## config.mk

```make
export PLATFORM = sky130hd
export DESIGN_NAME = crs_regset
export DESIGN_NICKNAME = d
export VERILOG_FILES = /design/src/crs_pkg.sv /design/src/crs_stack_if.sv /design/src/crs_regset.sv /design/src/crs_stack_addr.sv
export VERILOG_INCLUDE_DIRS = /design/src
export SDC_FILE = /design/constraint.sdc
export NUM_CORES = 1
export LEC_CHECK = 0
export BUFFER_PORTS_ARGS = -buffer_cell sky130_fd_sc_hd__buf_2
export CAP_MARGIN = 20
export CELL_PAD_IN_SITES_DETAIL_PLACEMENT = 1
export CELL_PAD_IN_SITES_GLOBAL_PLACEMENT = 2
export CORE_ASPECT_RATIO = 1.2
export CORE_MARGIN = 8
export CORE_UTILIZATION = 39
export DETAILED_ROUTE_END_ITERATION = 10
export PLACE_DENSITY_LB_ADDON = 0.1
export SLEW_MARGIN = 20
export SYNTH_ARGS = -nofsm -noshare
export SYNTH_HDL_FRONTEND = slang
export SYNTH_HIERARCHICAL = 1
export SYNTH_SLANG_ARGS = --single-unit
```

## constraint.sdc

```tcl
create_clock -name ref_clk_i -period 49.2 [get_ports ref_clk_i]
set_input_delay 2.46 -clock ref_clk_i [delete_from_list [all_inputs] [get_ports ref_clk_i]]
set_output_delay 2.46 -clock ref_clk_i [all_outputs]
set_load 0.01 [all_outputs]
```

## src/crs_defs.svh

```systemverilog
// Purpose: Constants of the core register set: reset values, bit positions, page bytes.
// Assumes: Included by bare name from the design modules and the testbench.
// Notes: Definitions only.
`ifndef CRS_DEFS_SVH
`define CRS_DEFS_SVH

// ==========================================================================
// Stack page bytes
`define CRS_PAGE0_HI 8'h00
`define CRS_PAGE1_HI 8'h01

// ==========================================================================
// Processor status bit positions, bit 0 upward
`define CRS_PS_CARRY 0
`define CRS_PS_ZERO 1
`define CRS_PS_IRQ_DIS 2
`define CRS_PS_DECIMAL 3
`define CRS_PS_BREAK 4
`define CRS_PS_INDEX_MEM 5
`define CRS_PS_OVERFLOW 6
`define CRS_PS_NEGATIVE 7

// ==========================================================================
// Processor mode register: address and bit positions
`define CRS_MODE_ADDR 16'h003b
`define CRS_MODE_PAGE_BIT 2
`define CRS_MODE_CLK_SEL_BIT 7

// ==========================================================================
// Reset values
`define CRS_SP_RESET 8'hff
`define CRS_PC_RESET 16'h0000
`define CRS_PS_RESET 8'h04
`define CRS_MODE_RESET 8'h00

`endif

```

## src/crs_pkg.sv

```systemverilog
// Purpose: Types shared by the core register set modules.
// Assumes: Nothing beyond the constants header.
// Notes: Operation codes come from the instruction sequencer.
package crs_pkg;
   // ========================================================================
   // Operations the sequencer may request
   typedef enum logic [4:0] {
      op_nop, op_load_acc, op_load_x, op_load_y, op_load_sp, op_load_status,
      op_load_mode, op_jump, op_step_pc, op_load_pc_low, op_load_pc_high,
      push_accumulator_instr, push_status_instr, pop_accumulator_instr,
      pop_status_instr, op_ea_x, op_ea_y, op_multiply, op_divide,
      stop_oscillation_instr, wait_interrupt_instr, fast_set_instr,
      shift_left_word_instr
   } crs_op_t;

   // ========================================================================
   // Sequencing states
   typedef enum logic [2:0] {
      st_run, st_pop_acc, st_pop_status, st_stopped, st_waiting
   } crs_state_t;
endpackage

```

## src/crs_stack_if.sv

```systemverilog
// Purpose: Carries stack pointer and page select to the stack address former.
// Assumes: One clock domain.
// Notes: Addresses come back combinationally.
`timescale 1ns/10ps
interface crs_stack_if;
   logic page_sel;
   logic [7:0] sp;
   logic [15:0] push_addr;
   logic [15:0] pop_addr;
   modport core (output page_sel, output sp, input push_addr, input pop_addr);
   modport calc (input page_sel, input sp, output push_addr, output pop_addr);
endinterface

```

## src/crs_regset.sv

```systemverilog
// Purpose: Programmer-visible register set of an 8-bit core.
// Assumes: Sequencer on the same clock; memory read data valid in the cycle of mem_re_o.
// Notes: An operation is taken when op_valid_i is high and busy_o is low.
// Notes on behaviour
// RULE1: Stack address low byte is the current stack pointer value.
// RULE2: Stack address high byte is 00 or 01 by the page select bit.
// RULE3: Indexed effective address is operand plus the first index register.
// RULE4: Second-index effective address is operand plus the second index register.
// RULE5: Program counter is 16 bits with separately loadable high and low halves.
// RULE6: An 8-bit accumulator carries the main data operations and transfers.
// RULE7: The stack pointer locates where registers are saved on calls and interrupts.
// RULE8: Accumulator and status each have their own push and pop operation.
// RULE9: Fast-set and shift-left-word operations are refused as illegal.
// RULE10: Stop, wait, multiply and divide operations are supported.
// RULE11: Page select and clock select bits live in the processor mode register.
// RULE12: Status bits from 0: carry, zero, irq off, decimal, break, index, overflow, negative.
// RULE13: Push writes then decrements the pointer; pop increments then reads.
`timescale 1ns/10ps
`include "crs_defs.svh"
module crs_regset
   import crs_pkg::*;
#(
   parameter int PC_W = 16
) (
   input wire logic ref_clk_i,
   input wire logic rst_i,
   input wire logic op_valid_i,
   input crs_op_t op_i,
   input wire logic [15:0] operand_i,
   input wire logic [7:0] data_i,
   input wire logic wake_i,
   output logic busy_o,
   output logic [15:0] mem_addr_o,
   output logic [7:0] mem_wdata_o,
   output logic mem_we_o,
   output logic mem_re_o,
   output logic [15:0] ea_o,
   output logic ea_valid_o,
   output logic illegal_o,
   output logic [7:0] acc_o,
   output logic [7:0] x_o,
   output logic [7:0] y_o,
   output logic [7:0] sp_o,
   output logic [15:0] pc_o,
   output logic [7:0] status_o,
   output logic [7:0] mode_o
);
   crs_state_t state_reg, state_next;
   logic take;
   logic [15:0] product;
   logic [15:0] dividend;
   crs_stack_if sif ();

   // ========================================================================
   // Elaboration check
   if (PC_W != 16) begin : g_bad_pc
      $error("program counter must be 16 bits");
   end

   // ========================================================================
   // Stack address former
   assign sif.sp = sp_o;
   assign sif.page_sel = mode_o[`CRS_MODE_PAGE_BIT]; // see RULE11
   crs_stack_addr u_stack (
      .clk_i(ref_clk_i),
      .rst_i(rst_i),
      .sif(sif)
   );

   assign take = op_valid_i && (state_reg == st_run);
   assign product = {8'h00, acc_o} * {8'h00, operand_i[7:0]};
   assign dividend = {y_o, acc_o};

   // ========================================================================
   // Sequencing: pops take a read cycle, stop and wait hold until woken.
   always_comb begin
      state_next = state_reg;
      unique case (state_reg)
         st_run: begin
            if (take) begin
               if (op_i == pop_accumulator_instr) begin
                  state_next = st_pop_acc;
               end else if (op_i == pop_status_instr) begin
                  state_next = st_pop_status;
               end else if (op_i == stop_oscillation_instr) begin // see RULE10
                  state_next = st_stopped;
               end else if (op_i == wait_interrupt_instr) begin // see RULE10
                  state_next = st_waiting;
               end
            end
         end
         st_pop_acc, st_pop_status: begin
            state_next = st_run;
         end
         st_stopped, st_waiting: begin
            if (wake_i) begin
               state_next = st_run;
            end
         end
      endcase
   end

   // State and busy flag; busy is registered so it reaches the pin from a flop.
   always_ff @(posedge ref_clk_i) begin
      if (rst_i) begin
         state_reg <= st_run;
         busy_o <= 1'b0;
      end else begin
         state_reg <= state_next;
         busy_o <= (state_next != st_run);
      end
   end

   // ========================================================================
   // Accumulator and index registers with multiply and divide.
   always_ff @(posedge ref_clk_i) begin
      if (rst_i) begin
         acc_o <= 8'h00;
         x_o <= 8'h00;
         y_o <= 8'h00;
      end else if (state_reg == st_pop_acc) begin
         acc_o <= data_i; // see RULE8
      end else if (take) begin
         unique case (op_i)
            op_load_acc: acc_o <= operand_i[7:0]; // see RULE6
            op_load_x: x_o <= operand_i[7:0];
            op_load_y: y_o <= operand_i[7:0];
            op_multiply: begin // see RULE10
               acc_o <= product[7:0];
               y_o <= product[15:8];
            end
            op_divide: begin // see RULE10
               // A zero divisor leaves both registers untouched.
               if (operand_i[7:0] != 8'h00) begin
                  acc_o <= 8'(dividend / {8'h00, operand_i[7:0]});
                  y_o <= 8'(dividend % {8'h00, operand_i[7:0]});
               end
            end
            default: begin
            end
         endcase
      end
   end

   // ========================================================================
   // Status register; the break bit always reads zero in the register.
   always_ff @(posedge ref_clk_i) begin
      if (rst_i) begin
         status_o <= `CRS_PS_RESET;
      end else if (state_reg == st_pop_status) begin
         status_o <= data_i & ~(8'h01 << `CRS_PS_BREAK); // see RULE12
      end else if (take) begin
         if (op_i == op_load_status) begin
            status_o <= operand_i[7:0] & ~(8'h01 << `CRS_PS_BREAK); // see RULE12
         end else if (op_i == op_load_acc || op_i == op_load_x || op_i == op_load_y) begin
            status_o[`CRS_PS_ZERO] <= (operand_i[7:0] == 8'h00); // see RULE12
            status_o[`CRS_PS_NEGATIVE] <= operand_i[7];
         end
      end
   end

   // ========================================================================
   // Processor mode register holds page select and clock select.
   always_ff @(posedge ref_clk_i) begin
      if (rst_i) begin
         mode_o <= `CRS_MODE_RESET;
      end else if (take && op_i == op_load_mode) begin
         mode_o <= operand_i[7:0]; // see RULE11
      end
   end

   // ========================================================================
   // Stack pointer: post-decrement on push, pre-increment on pop.
   always_ff @(posedge ref_clk_i) begin
      if (rst_i) begin
         sp_o <= `CRS_SP_RESET;
      end else if (take) begin
         unique case (op_i)
            op_load_sp: sp_o <= operand_i[7:0]; // see RULE7
            push_accumulator_instr, push_status_instr: sp_o <= sp_o - 8'h01; // see RULE13
            pop_accumulator_instr, pop_status_instr: sp_o <= sp_o + 8'h01; // see RULE13
            default: begin
            end
         endcase
      end
   end

   // ========================================================================
   // Program counter with whole-word and per-byte loads.
   always_ff @(posedge ref_clk_i) begin
      if (rst_i) begin
         pc_o <= `CRS_PC_RESET;
      end else if (take) begin
         unique case (op_i)
            op_jump: pc_o <= operand_i; // see RULE5
            op_step_pc: pc_o <= pc_o + 16'h0001;
            op_load_pc_low: pc_o[7:0] <= operand_i[7:0]; // see RULE5
            op_load_pc_high: pc_o[15:8] <= operand_i[7:0]; // see RULE5
            default: begin
            end
         endcase
      end
   end

   // ========================================================================
   // Memory port: one-cycle strobes for stack writes and pop reads.
   always_ff @(posedge ref_clk_i) begin
      if (rst_i) begin
         mem_addr_o <= 16'h0000;
         mem_wdata_o <= 8'h00;
         mem_we_o <= 1'b0;
         mem_re_o <= 1'b0;
      end else begin
         mem_we_o <= 1'b0;
         mem_re_o <= 1'b0;
         if (take) begin
            unique case (op_i)
               push_accumulator_instr: begin // see RULE8
                  mem_addr_o <= sif.push_addr; // see RULE1
                  mem_wdata_o <= acc_o;
                  mem_we_o <= 1'b1;
               end
               push_status_instr: begin // see RULE8
                  mem_addr_o <= sif.push_addr;
                  mem_wdata_o <= status_o;
                  mem_we_o <= 1'b1;
               end
               pop_accumulator_instr, pop_status_instr: begin
                  mem_addr_o <= sif.pop_addr; // see RULE13
                  mem_re_o <= 1'b1;
               end
               default: begin
               end
            endcase
         end
      end
   end

   // ========================================================================
   // Effective address and illegal-operation flag.
   always_ff @(posedge ref_clk_i) begin
      if (rst_i) begin
         ea_o <= 16'h0000;
         ea_valid_o <= 1'b0;
         illegal_o <= 1'b0;
      end else begin
         ea_valid_o <= take && (op_i == op_ea_x || op_i == op_ea_y);
         illegal_o <= take && (op_i == fast_set_instr || op_i == shift_left_word_instr); // see RULE9
         if (take && op_i == op_ea_x) begin
            ea_o <= operand_i + {8'h00, x_o}; // see RULE3
         end else if (take && op_i == op_ea_y) begin
            ea_o <= operand_i + {8'h00, y_o}; // see RULE4
         end
      end
   end
endmodule

```

## src/crs_stack_addr.sv

```systemverilog
// Purpose: Forms 16-bit stack addresses from the page select and stack pointer.
// Assumes: Stack pointer wraps within its page.
// Notes: Pop address is the pre-incremented pointer.
`timescale 1ns/10ps
`include "crs_defs.svh"
module crs_stack_addr (
   input wire logic clk_i,
   input wire logic rst_i,
   crs_stack_if.calc sif
);
   logic [7:0] page_hi;
   logic [7:0] sp_inc;

   // ========================================================================
   // Address forming
   // The page byte is a mux, not an adder, so the page never carries over.
   assign page_hi = sif.page_sel ? `CRS_PAGE1_HI : `CRS_PAGE0_HI; // see RULE2
   assign sp_inc = sif.sp + 8'h01;
   assign sif.push_addr = {page_hi, sif.sp}; // see RULE1
   assign sif.pop_addr = {page_hi, sp_inc}; // see RULE13
endmodule

```

# == After elaboration in Yosys (flattened, before gate mapping) ==
# Index checks and enable logic that the tools add are counted.
# word_totals
ff_bits,111
latchBits,0
mem_bits_rw,0
mem_bits_ro,0
inputBits,33
output_inout_bits,109
mem_count,0
# op_classes
addsub,5
n_mul,1
div_mod_pow,2
magnitude_cmp,0
n_eq_ne,28
n_shift,0
muxes,31
bitwise,2
reduce_logical,42
# ops
cell,count
$pmux W8 S3,4
$mux W8,6
$eq A5 B4 Y1 const B,8
$eq A5 B5 Y1 const B,7
$add A16 B8 Y16,2
$mux W16,2
$pmux W16 S2,1
$pmux W8 S2,2
$eq A5 B3 Y1 const B,4
$mux W3,6
$add A16 B1 Y16 const B,1
$div A16 B8 Y16,1
$mod A16 B8 Y16,1
$mul A8 B8 Y16,1
$reduce_bool A3 Y1,5
$reduce_and A2 Y1,7
$reduce_bool A2 Y1,7
$reduce_or A2 Y1,6
$eq A5 B2 Y1 const B,2
$pmux W3 S3,1
$add A8 B1 Y8 const B,1
$logic_not A8 Y1,1
$mux W1,8
$reduce_bool A8 Y1,1
15 further kinds,26

# == Logic depth before layout (Yosys ltp) ==
# Gate-level depths: netlist of run 1.
# logic_depth
depth_word,8
depth_mapped,148
depth_no_buf,138

# == Modules after synthesis ==
# The synthesis of run 1 kept the hierarchy.
# modules_own_cells
mod,instances,cells_per_inst,area_each_um2
crs_regset,1,1821,13808.2
crs_stack_addr,1,41,300.3

# == Worst setup path after synthesis of run 1 ==
# OpenSTA, ideal clock, no wires.
# synth_timing
kind,input to register
from,input operand_i[0]
to,register y_o[1]
setup_time_ps,79
arrival_time_ps,31512
required_ps,49121
setup_slack_ps,17609
path_stages,139
path_buffers,10
cell_sequence,clkbuf_1 > clkinv_1 > ha_1 > o21ba_2 > nand2_1 > nor2_1 > a21o_1 > ha_1 > o21a_1 > o311ai_0 > a22o_1 > ha_1 > o211ai_1 > a2111oi_2 > mux2i_1 > ha_1 > o21a_1 > nor4_1 > [... 103 more ...] > or3_1 > buf_6 > nor2_1 > a21oi_1 > ha_1 > nor2b_1 > o21ai_0 > nand2b_1 > a21o_1 > a21o_1 > o21ai_0 > nand2b_1 > a21oi_1 > nand2_1 > or4_1 > a2111oi_2 > a31oi_1 > a211oi_2
# synth_between
elab_chain_cells,3
# synth_rtl
item,line,rtl
start: declaration,crs_regset.sv:29,"input wire logic [15:0] operand_i,"
$mod A16 B8 Y16 / $reduce_bool A8 Y1 (equally long branches),"crs_regset.sv:136, crs_regset.sv:134",
$mux W8 / $ne A2 B2 Y1 (equally long branches),n/a,
$pmux W8 S3 / $reduce_and A4 Y1 (equally long branches),n/a,
end signal: assignment,crs_regset.sv:127,op_load_y: y_o <= operand_i[7:0];
end signal: assignment,crs_regset.sv:130,y_o <= product[15:8];
end signal: assignment,crs_regset.sv:136,"y_o <= 8'(dividend % {8'h00, operand_i[7:0]});"
end: declaration,crs_regset.sv:42,"output logic [7:0] y_o,"
# Several ways; a longest one is shown, not always the timed one. The select of a mux whose other input is x is not followed.
# A chain may end at the register's enable or synchronous reset.

# == Worst setup path in the final report of run 1 ==
# layout_timing
from,input operand_i[0]
to,register y_o[0]
# Same word-level chain as after synthesis.

==> out/metrics.yaml, run 1 <==
critical_path:
  required_ps: 49430
  cpPeakStageDelay_ps: 740
  cp_max_fo: 15
  cpMostUsedCell: "o21a_1"
  criticalPathCategory: "in2reg"
  crit_arrival_ps: 36390
  critPathLaunchType: "input pin"
  cp_slowest_cell: "nor2_1"
  critPathCaptureType: "register"
synth:
  synthAdderAreaFrac: 0.194
  synth_seq_area_share: 0.158
  synth.area.mux_share: 0.0599
  synth_area_mm2: 0.0141
  yosysWarningCount: 6
  synth_xor_area_frac: 0.0521
  synthSimpleGateAreaFrac: 0.233
  async_flop_share: 0
  synth.distinct_cells: 102
  avgSynthCellArea_um2: 7.58
  syn_inst: 1862
  synth_edf_count: 0
  synth-compound-area-share: 0.241
  ys_ff_latch: 111
  ys.flop_type: "dfxtp_1"
  synth_top_family_by_area: "compound AO/OA/AOI/OAI gates"
global_route:
  grt_max_degree: 90
  grt_pass1_wl_um: 82600
  overflow: 0
  grt_antenna_before_repair: 6
  track_usage: 0.244
  grt_pass1_vias: 14700
timing:
  slew_viol_final: 0
  setup_viol_count_final: 0
  hold_viol_final: 0
  slew_headroom: 0.298
  finalSetupTns_ps: 0
  max_freq_mhz: 27.7
  fin_crit_sh: 0.735
  tightest_slew_ps: 1050
  clock_skew_ps: 13.5
  rsz0062_at_grt: "false"
  period_needed_ps: 36160
clock_network:
  path_clk_slew_ps: 90
  cts.sinks: 111
  clkLatencyLatePin_ps: 380
  cts_buffer_depth: 2
  cts_resized: 0
  cts_buffers: 9
  post-cts-setup-buffers: 0
  htreeDepth: 3
  hold_buffers: 0
  root_buffer: "clkbuf_16"
  cts_tree: "yes"
place:
  dp.cells: 2393
  gp_congestion: 0.874
  dp_hpwl_um: 40700
  io_buffers: 140
run:
  maxCapViolations: 0
drt:
  routedWlPerCell_um: 21.8
  vias: 14100
  dr.pass1.iters: 5
  drc: 0
  wl_um: 52700
  via_per_inst: 5.83
  drt_iter0_markers: 672
  ant_nets: 0
worst_hold_path:
  min_path_type: "reg2reg"
run_status:
  outcome: "finished, final reports clean"
layout:
  fin_cells: 2412
  finalNetCount: 2164
  seqCellArea_mm2: 0.00222
  drive_gt1_frac: 0.139
  syn_to_final_growth_pct: 9.29
  nFillCells: 4524
  multi_input_area_mm2: 0.0111
  reg_top3: "ea_o (16), mem_addr_o (16), pc_o (16)"
die:
  design.core.area_mm2: 0.0358
  dieArea_mm2: 0.0425
  die_height_um: 224
  die_x_um: 190
  rows: 76
  ioPinCount: 142
  start_util: 0.395
worst max-delay path, delay by kind of cell:
kind	cells	cell delay (ps)
buffers and inverters	4	860
adders and majority gates	16	5010
and+or+nand+nor	33	7970
muxes	9	2940
AOI/OAI and AO/OA	71	17060
per-layer routing:
layer | up-vias | track usage | wire (um) | share of wire
met1 | 6909 | 0.288 | 22500 | 0.43
met5 | - | 0 | 22 | 0.00042
met4 | 4 | 0.100 | 2030 | 0.039
met2 | 262 | 0.436 | 26200 | 0.50
met3 | 111 | 0.0335 | 1900 | 0.036
li1 | 6775 | - | - | -
cell families after synthesis:
family / count (synthesis)
simple gates: 700
compound gates: 487
buf+inv: 204
fa+ha+maj: 196
flops: 111
xor+xnor: 84
mux: 78
other cells: 2
cells in the mapped netlist, types with 42 or more instances:
master	count	area share
a211oi_1	48	0.026
a21oi_1	131	0.046
clkbuf_1	79	0.021
dfxtp_1	111	0.16
ha_1	156	0.14
inv_1	85	0.023
mux2i_1	42	0.030
nand2_1	174	0.046
nand3_1	54	0.019
nor2_1	253	0.067
nor3_1	50	0.018
o21ai_0	63	0.022
xnor2_1	53	0.033
worst paths after layout:
| path | startpoint | to | slack, ps | depth (start not counted) |
|---|---|---|---|---|
| worst min register to register | mem_wdata_o[4] | mem_wdata_o[4] | 460 | 2 |
| worst max-delay path | operand_i[0] | y_o[0] | 13040 | 133 |
| worst min-delay path | mem_wdata_o[4] | mem_wdata_o[4] | 460 | 2 |
| worst max register to register | y_o[7] | y_o[0] | 15220 | 131 |
cell type report:
type / count / area share
clock inverter: 7 / 0.00503
inverter: 91 / 0.0222
sequential: 111 / 0.144
tap: 468 / 0.0380
timing repair buffer: 163 / 0.0568
antenna: 3 / 0.000487
clock buffer: 9 / 0.0146
multi-input combinational: 1560 / 0.719
placed cells by master, fill, tap and decap left out, types with 5 or more instances in the layout:
cell and count:
or3_1 17, buf_2 139, nor3_1 50, a221o_1 9, or2_2 12, o31ai_1 17
and3_1 29, fa_1 39, nand3b_1 5, conb_1 15, ha_1 156, a21boi_0 7
xnor2_1 53, nor4_1 13, a211oi_1 48, nand3_1 54, o21bai_1 12, dfxtp_1 111
nand2b_1 18, a21oi_1 129, o311ai_0 5, nor2b_1 17, nand4_1 15, buf_4 24
clkinv_1 5, a22oi_1 14, a211o_1 7, o211ai_1 18, o21a_1 41, xor2_1 31
mux2_2 30, a21o_1 39, inv_1 85, mux2i_1 42, clkbuf_16 9, and2_1 16
o21ai_0 63, nor2_1 252, nand2_1 174
stage by stage:
stage	hold slack (ps)	cell area (um2)	util	setup slack (ps)
2_1_floorplan	476	14200	-	17610
3_3_place_gp	441	15100	0.422	14110
3_5_place_dp	449	15100	0.422	13020
4_1_cts	461	15400	0.431	13280
6_report	455	15400	0.431	13040
5_1_grt	480	15400	0.431	10260
Power of run 1 is left out: the tool's default activity adds up to more than one toggle a clock period on the data nets, which glitch-free logic cannot reach.
==> inputs of run 2 (changes only) <==
--- a/config.mk
+++ b/config.mk
@@ -6,13 +6,14 @@
 export SDC_FILE = /design/constraint.sdc
 export NUM_CORES = 1
 export LEC_CHECK = 0
+export ABC_AREA = 1
 export BUFFER_PORTS_ARGS = -buffer_cell sky130_fd_sc_hd__buf_2
 export CAP_MARGIN = 20
 export CELL_PAD_IN_SITES_DETAIL_PLACEMENT = 1
 export CELL_PAD_IN_SITES_GLOBAL_PLACEMENT = 2
 export CORE_ASPECT_RATIO = 1.2
 export CORE_MARGIN = 8
-export CORE_UTILIZATION = 39
+export CORE_UTILIZATION = 31
 export DETAILED_ROUTE_END_ITERATION = 10
 export PLACE_DENSITY_LB_ADDON = 0.1
 export SLEW_MARGIN = 20
==> constraint.sdc (replaced) <==
create_clock -name ref_clk_i -period 32.3 [get_ports ref_clk_i]
set_input_delay 1.615 -clock ref_clk_i [delete_from_list [all_inputs] [get_ports ref_clk_i]]
set_output_delay 1.615 -clock ref_clk_i [all_outputs]
set_load 0.01 [all_outputs]
==> run 2 against run 1 <==
Effect of this change: routed wire length increased by 0.30%; sequential share of layout area fell by 0.28 points; synthesized area decreased by 0.20%; count of clock-buffer cells in the layout up 2; cell count increased by 18%; non-clock buffer count grew 8; critical path type unchanged; largest cell class unchanged.
==> out/metrics.yaml, run 2 <==
place:
  pre_cts_slack_ps: 1080
  io_buffers: 140
  gp_congestion: 0.821
  dp_hpwl_um: 41200
clock_network:
  cts_buffers: 9
  path_clk_slew_ps: 90
  htreeDepth: 3
  cts_tree: "yes"
  cts_buffer_depth: 2
  cts.sinks: 111
  clkLatencyLatePin_ps: 380
  root_buffer: "clkbuf_16"
critical_path:
  cp_slowest_cell: "ha_1"
  cp_max_fo: 15
  path_depth: 193
  path_buf_inv: 28
  critPathLaunchType: "input pin"
  cp_top_family: "simple AND/OR/NAND/NOR gates"
  required_ps: 32620
  crit_start: "operand_i[6]"
  crit_arrival_ps: 29270
  rr_worst_depth: 192
  worstReg2RegStart: "y_o[7]"
  critPathCaptureType: "register"
  cpPeakStageDelay_ps: 340
  criticalPathCategory: "in2reg"
  cpMostUsedCell: "nand2_1"
timing:
  rsz0062_at_grt: "false"
  setup_viol_count_final: 0
  slew_headroom: 0.311
  finalSetupTns_ps: 0
  max_freq_mhz: 34.5
  tightest_slew_ps: 1030
  fin_hold_ws_ps: 471
  worst_slack_ps: 3350
  period_needed_ps: 28950
  clock_skew_ps: 10.9
  fin_crit_sh: 0.896
  slew_viol_final: 0
  hold_viol_final: 0
die:
  die_x_um: 211
  dieArea_mm2: 0.0525
  rows: 85
  start_util: 0.314
  die_height_um: 249
  ioPinCount: 142
  design.core.area_mm2: 0.0449
synth:
  synth_edf_count: 0
  synth_commonest_cells: "nand2_1 (493), inv_1 (311), o21ai_0 (179)"
  synth_seq_area_share: 0.158
  ys.flop_type: "dfxtp_1"
  synth_most_common_cell: "nand2_1"
  async_flop_share: 0
  synth_top_area_cell: "dfxtp_1"
  ys_top_cells_by_area: "dfxtp_1 (16%), ha_1 (14%), nand2_1 (13%)"
  synth_area_mm2: 0.0141
  avgSynthCellArea_um2: 6.59
  ys_ff_latch: 111
  syn_inst: 2138
  synth_top_area_frac: 0.158
  yosysWarningCount: 6
  synth.distinct_cells: 61
drt:
  drc: 0
  dr.pass1.iters: 4
  wl_um: 52800
  routedWlPerCell_um: 18.5
  ant_nets: 0
  vias: 14300
  via_per_inst: 5.00
  drt_iter0_markers: 511
layout:
  finalNetCount: 2468
  reg_top3: "ea_o (16), mem_addr_o (16), pc_o (16)"
  final_cell_mix: "nand2_1 (493), inv_1 (307), o21ai_0 (173)"
  drive_gt1_frac: 0.145
  final_common_cell: "nand2_1"
  syn_to_final_growth_pct: 11.7
  antennaDiodeCount: 0
global_route:
  track_usage: 0.200
  grt_pass1_vias: 14800
  overflow: 0
  grt_antenna_before_repair: 2
  grt_pass1_wl_um: 83800
  grt_max_degree: 72
run_status:
  outcome: "finished, final reports clean"
run:
  maxCapViolations: 0
worst_hold_path:
  hp-start: "mem_wdata_o[4]"
  worstHoldPathCells: 2
  min_path_type: "reg2reg"
## run 2: area by class of cell
class	instances	area (um2)
fill	5854	29200
multi-input combinational	1612	10200
clock buffer	11	243
timing repair buffer	171	958
clock inverter	5	40.0
sequential	111	2220
inverter	335	1280
tap	609	762
## run 2: repair_timing
item / in CTS / in global routing
setup endpoints to repair: 0 / 9
resized for setup: 0 / 26
hold buffers: 0 / 0
buffers inserted: 0 / 7
## run 2: per-stage QoR
stage               utilization  instances  instance area (um2)
finish                    0.350       2854                15700
global route              0.350       2854                15700
CTS                       0.347       2847                15600
detailed placement        0.341       2831                15300
global placement          0.341       2831                15300
floorplan                     -       2151                14100
## run 2: kinds of logic after synthesis
| family | share of synthesized area |
|---|---|
| AND/OR/NAND/NOR | 0.286 |
| AO/OA/AOI/OAI | 0.184 |
| buffers and inverters | 0.124 |
| adder cells (fa/ha/maj) | 0.194 |
| flip-flops | 0.158 |
| XOR/XNOR | 0.0534 |
| other | 0.000533 |
## run 2: tightest hold or removal path, cell delays in order, from the launching register on
cell,delay (ps)
dfxtp_1,310
nand2_1,60
a21oi_1,60
## run 2: path summary, 6_finish.rpt
kind,endpoint,slack (ps)
worst max-delay path,y_o[7],3350
worst min-delay path,mem_wdata_o[4],470
worst max register to register,y_o[7],4450
worst min register to register,mem_wdata_o[4],470
## run 2: per-layer routing
metal	GRT usage	vias up	wire (um)
met2	0.352	183	25900
met5	0	-	0
met3	0.0209	50	1530
met1	0.252	6892	24100
met4	0.0606	0	1210
li1	-	7156	-
Power of run 2 is left out for the same reason.
==> inputs of run 3 (changes only) <==
==> constraint.sdc (replaced) <==
create_clock -name ref_clk_i -period 32.3 [get_ports ref_clk_i]
set_input_delay 6.46 -clock ref_clk_i [delete_from_list [all_inputs] [get_ports ref_clk_i]]
set_output_delay 6.46 -clock ref_clk_i [all_outputs]
set_load 0.01 [all_outputs]
==> run 3 against run 2 <==
Effect of this change: first-iteration DRC count increased by 0.78%; via count increased by 1.9%; register-to-register slack improved by 3300 ps; setup slack got worse by 1400 ps; sequential share of layout area decreased by 0.88 points; critical path depth increased by 5; clock skew increased by 4.7 ps; maximum frequency decreased by 4.6%; highest routed layer unchanged.
==> out/metrics.yaml, run 3 (synthesized netlist as in run 2, its figures left out) <==
die:
  start_util: 0.314
  design.core.area_mm2: 0.0449
  dieArea_mm2: 0.0525
  rows: 85
  die_height_um: 249
  die_x_um: 211
  ioPinCount: 142
layout:
  final_common_cell: "nand2_1"
  drive_gt1_frac: 0.206
  fin_cells: 2934
  antennaDiodeCount: 0
  syn_to_final_growth_pct: 19.1
  final_cell_mix: "nand2_1 (480), inv_1 (300), o21ai_0 (153)"
  nFillCells: 5788
  finalNetCount: 2548
  reg_top3: "ea_o (16), mem_addr_o (16), pc_o (16)"
  utilization: 0.374
timing:
  tightest_slew_ps: 994
  setup_viol_count_final: 0
  finalSetupTns_ps: 0
  slew_headroom: 0.334
  hold_viol_final: 0
  fin_crit_sh: 0.939
  max_freq_mhz: 33.0
  period_needed_ps: 30330
  slew_viol_final: 0
  clock_skew_ps: 15.6
critical_path:
  cpMostUsedCell: "nand2_1"
  cp_max_fo: 11
  worstReg2RegEnd: "y_o[4]"
  rr_worst_depth: 196
  cpPeakStageDelay_ps: 350
  criticalPathCategory: "in2reg"
  required_ps: 32620
  rrSetupSlack_ps: 7780
  critPathLaunchType: "input pin"
  cp_slowest_cell: "ha_1"
  crit_arrival_ps: 30650
  worstReg2RegStart: "y_o[7]"
  critPathCaptureType: "register"
clock_network:
  path_clk_slew_ps: 90
  cts_tree: "yes"
  root_buffer: "clkbuf_16"
  cts.sinks: 111
  cts_buffers: 9
  clkLatencyLatePin_ps: 380
  htreeDepth: 3
  hold_buffers: 0
  cts_buffer_depth: 2
worst_hold_path:
  holdPathEnd: "mem_wdata_o[4]"
  hp-start: "mem_wdata_o[4]"
  worstHoldPathCells: 2
  min_path_type: "reg2reg"
drt:
  via_per_inst: 4.96
  routedWlPerCell_um: 18.3
  wl_met1_um: 24300
  drt_iter0_markers: 515
  vias: 14600
  wl_met3_um: 1400
  dr.pass1.iters: 5
  routed.top_layer: "met4"
  ant_nets: 0
  drc: 0
  wl_um: 53700
  wl_met2_um: 26800
global_route:
  overflow: 0
  track_usage: 0.201
  grt_pass1_vias: 15200
  grt_max_degree: 67
  grt_pass1_wl_um: 84700
  grt_antenna_before_repair: 1
place:
  io_buffers: 140
  gp_congestion: 0.825
  dp_hpwl_um: 42100
  dp.cells: 2876
run_status:
  outcome: "finished, final reports clean"
run:
  maxCapViolations: 0
## run 3: layout make-up
| type | count | area, um2 | share of cell area |
|---|---|---|---|
| clock buffer | 9 | 225 | 0.0134 |
| clock inverter | 7 | 72.6 | 0.00433 |
| inverter | 335 | 1290 | 0.0772 |
| multi-input combinational | 1612 | 10600 | 0.633 |
| sequential | 111 | 2220 | 0.132 |
| tap | 609 | 762 | 0.0454 |
| timing repair buffer | 250 | 1570 | 0.0938 |
| timing repair inverter | 1 | 6.26 | 0.000373 |
## run 3: worst max-delay path: cells and delay by family
kind | cells | cell delay, ps
AOI/OAI and AO/OA | 59 | 8660
xor gates and xnor gates | 1 | 140
adders and majority gates | 16 | 4440
buffers and inverters | 31 | 2730
and+or+nand+nor | 91 | 8170
## run 3: layer usage
layer  track usage  vias to the layer above
met3        0.0214                       51
li1              -                     7304
met2         0.362                      180
met1         0.249                     7017
met4        0.0570                        0
met5             0                        -
## run 3: metrics by stage
stage,setup WS [ps],hold slack [ps],instance area (um2)
2_1_floorplan,38.4,479,14100
3_3_place_gp,-107,458,15600
3_5_place_dp,-1070,468,15600
4_1_cts,51.7,480,16000
5_1_grt,-82.9,520,16800
6_report,1970,477,16800
## run 3: worst max path at each step
| stage | start | end | slack, ps | depth (start not counted) |
|---|---|---|---|---|
| detailed placement | operand_i[0] | y_o[4] | -1070 | 192 |
| finish | operand_i[0] | y_o[4] | 1970 | 198 |
| floorplan | operand_i[0] | y_o[6] | 40 | 198 |
| CTS | operand_i[0] | y_o[4] | 50 | 198 |
| global placement | operand_i[0] | y_o[3] | -110 | 192 |
| global route | operand_i[0] | y_o[4] | -80 | 196 |
## run 3: what timing repair did
item	4_1_cts	5_1_grt
setup buffers	3	36
endpoints found under the hold margin	0	0
endpoints found under the setup margin	9	10
gates cloned	0	2
gates resized for setup	13	117
pin swaps	5	50
Power of run 3 is left out for the same reason.
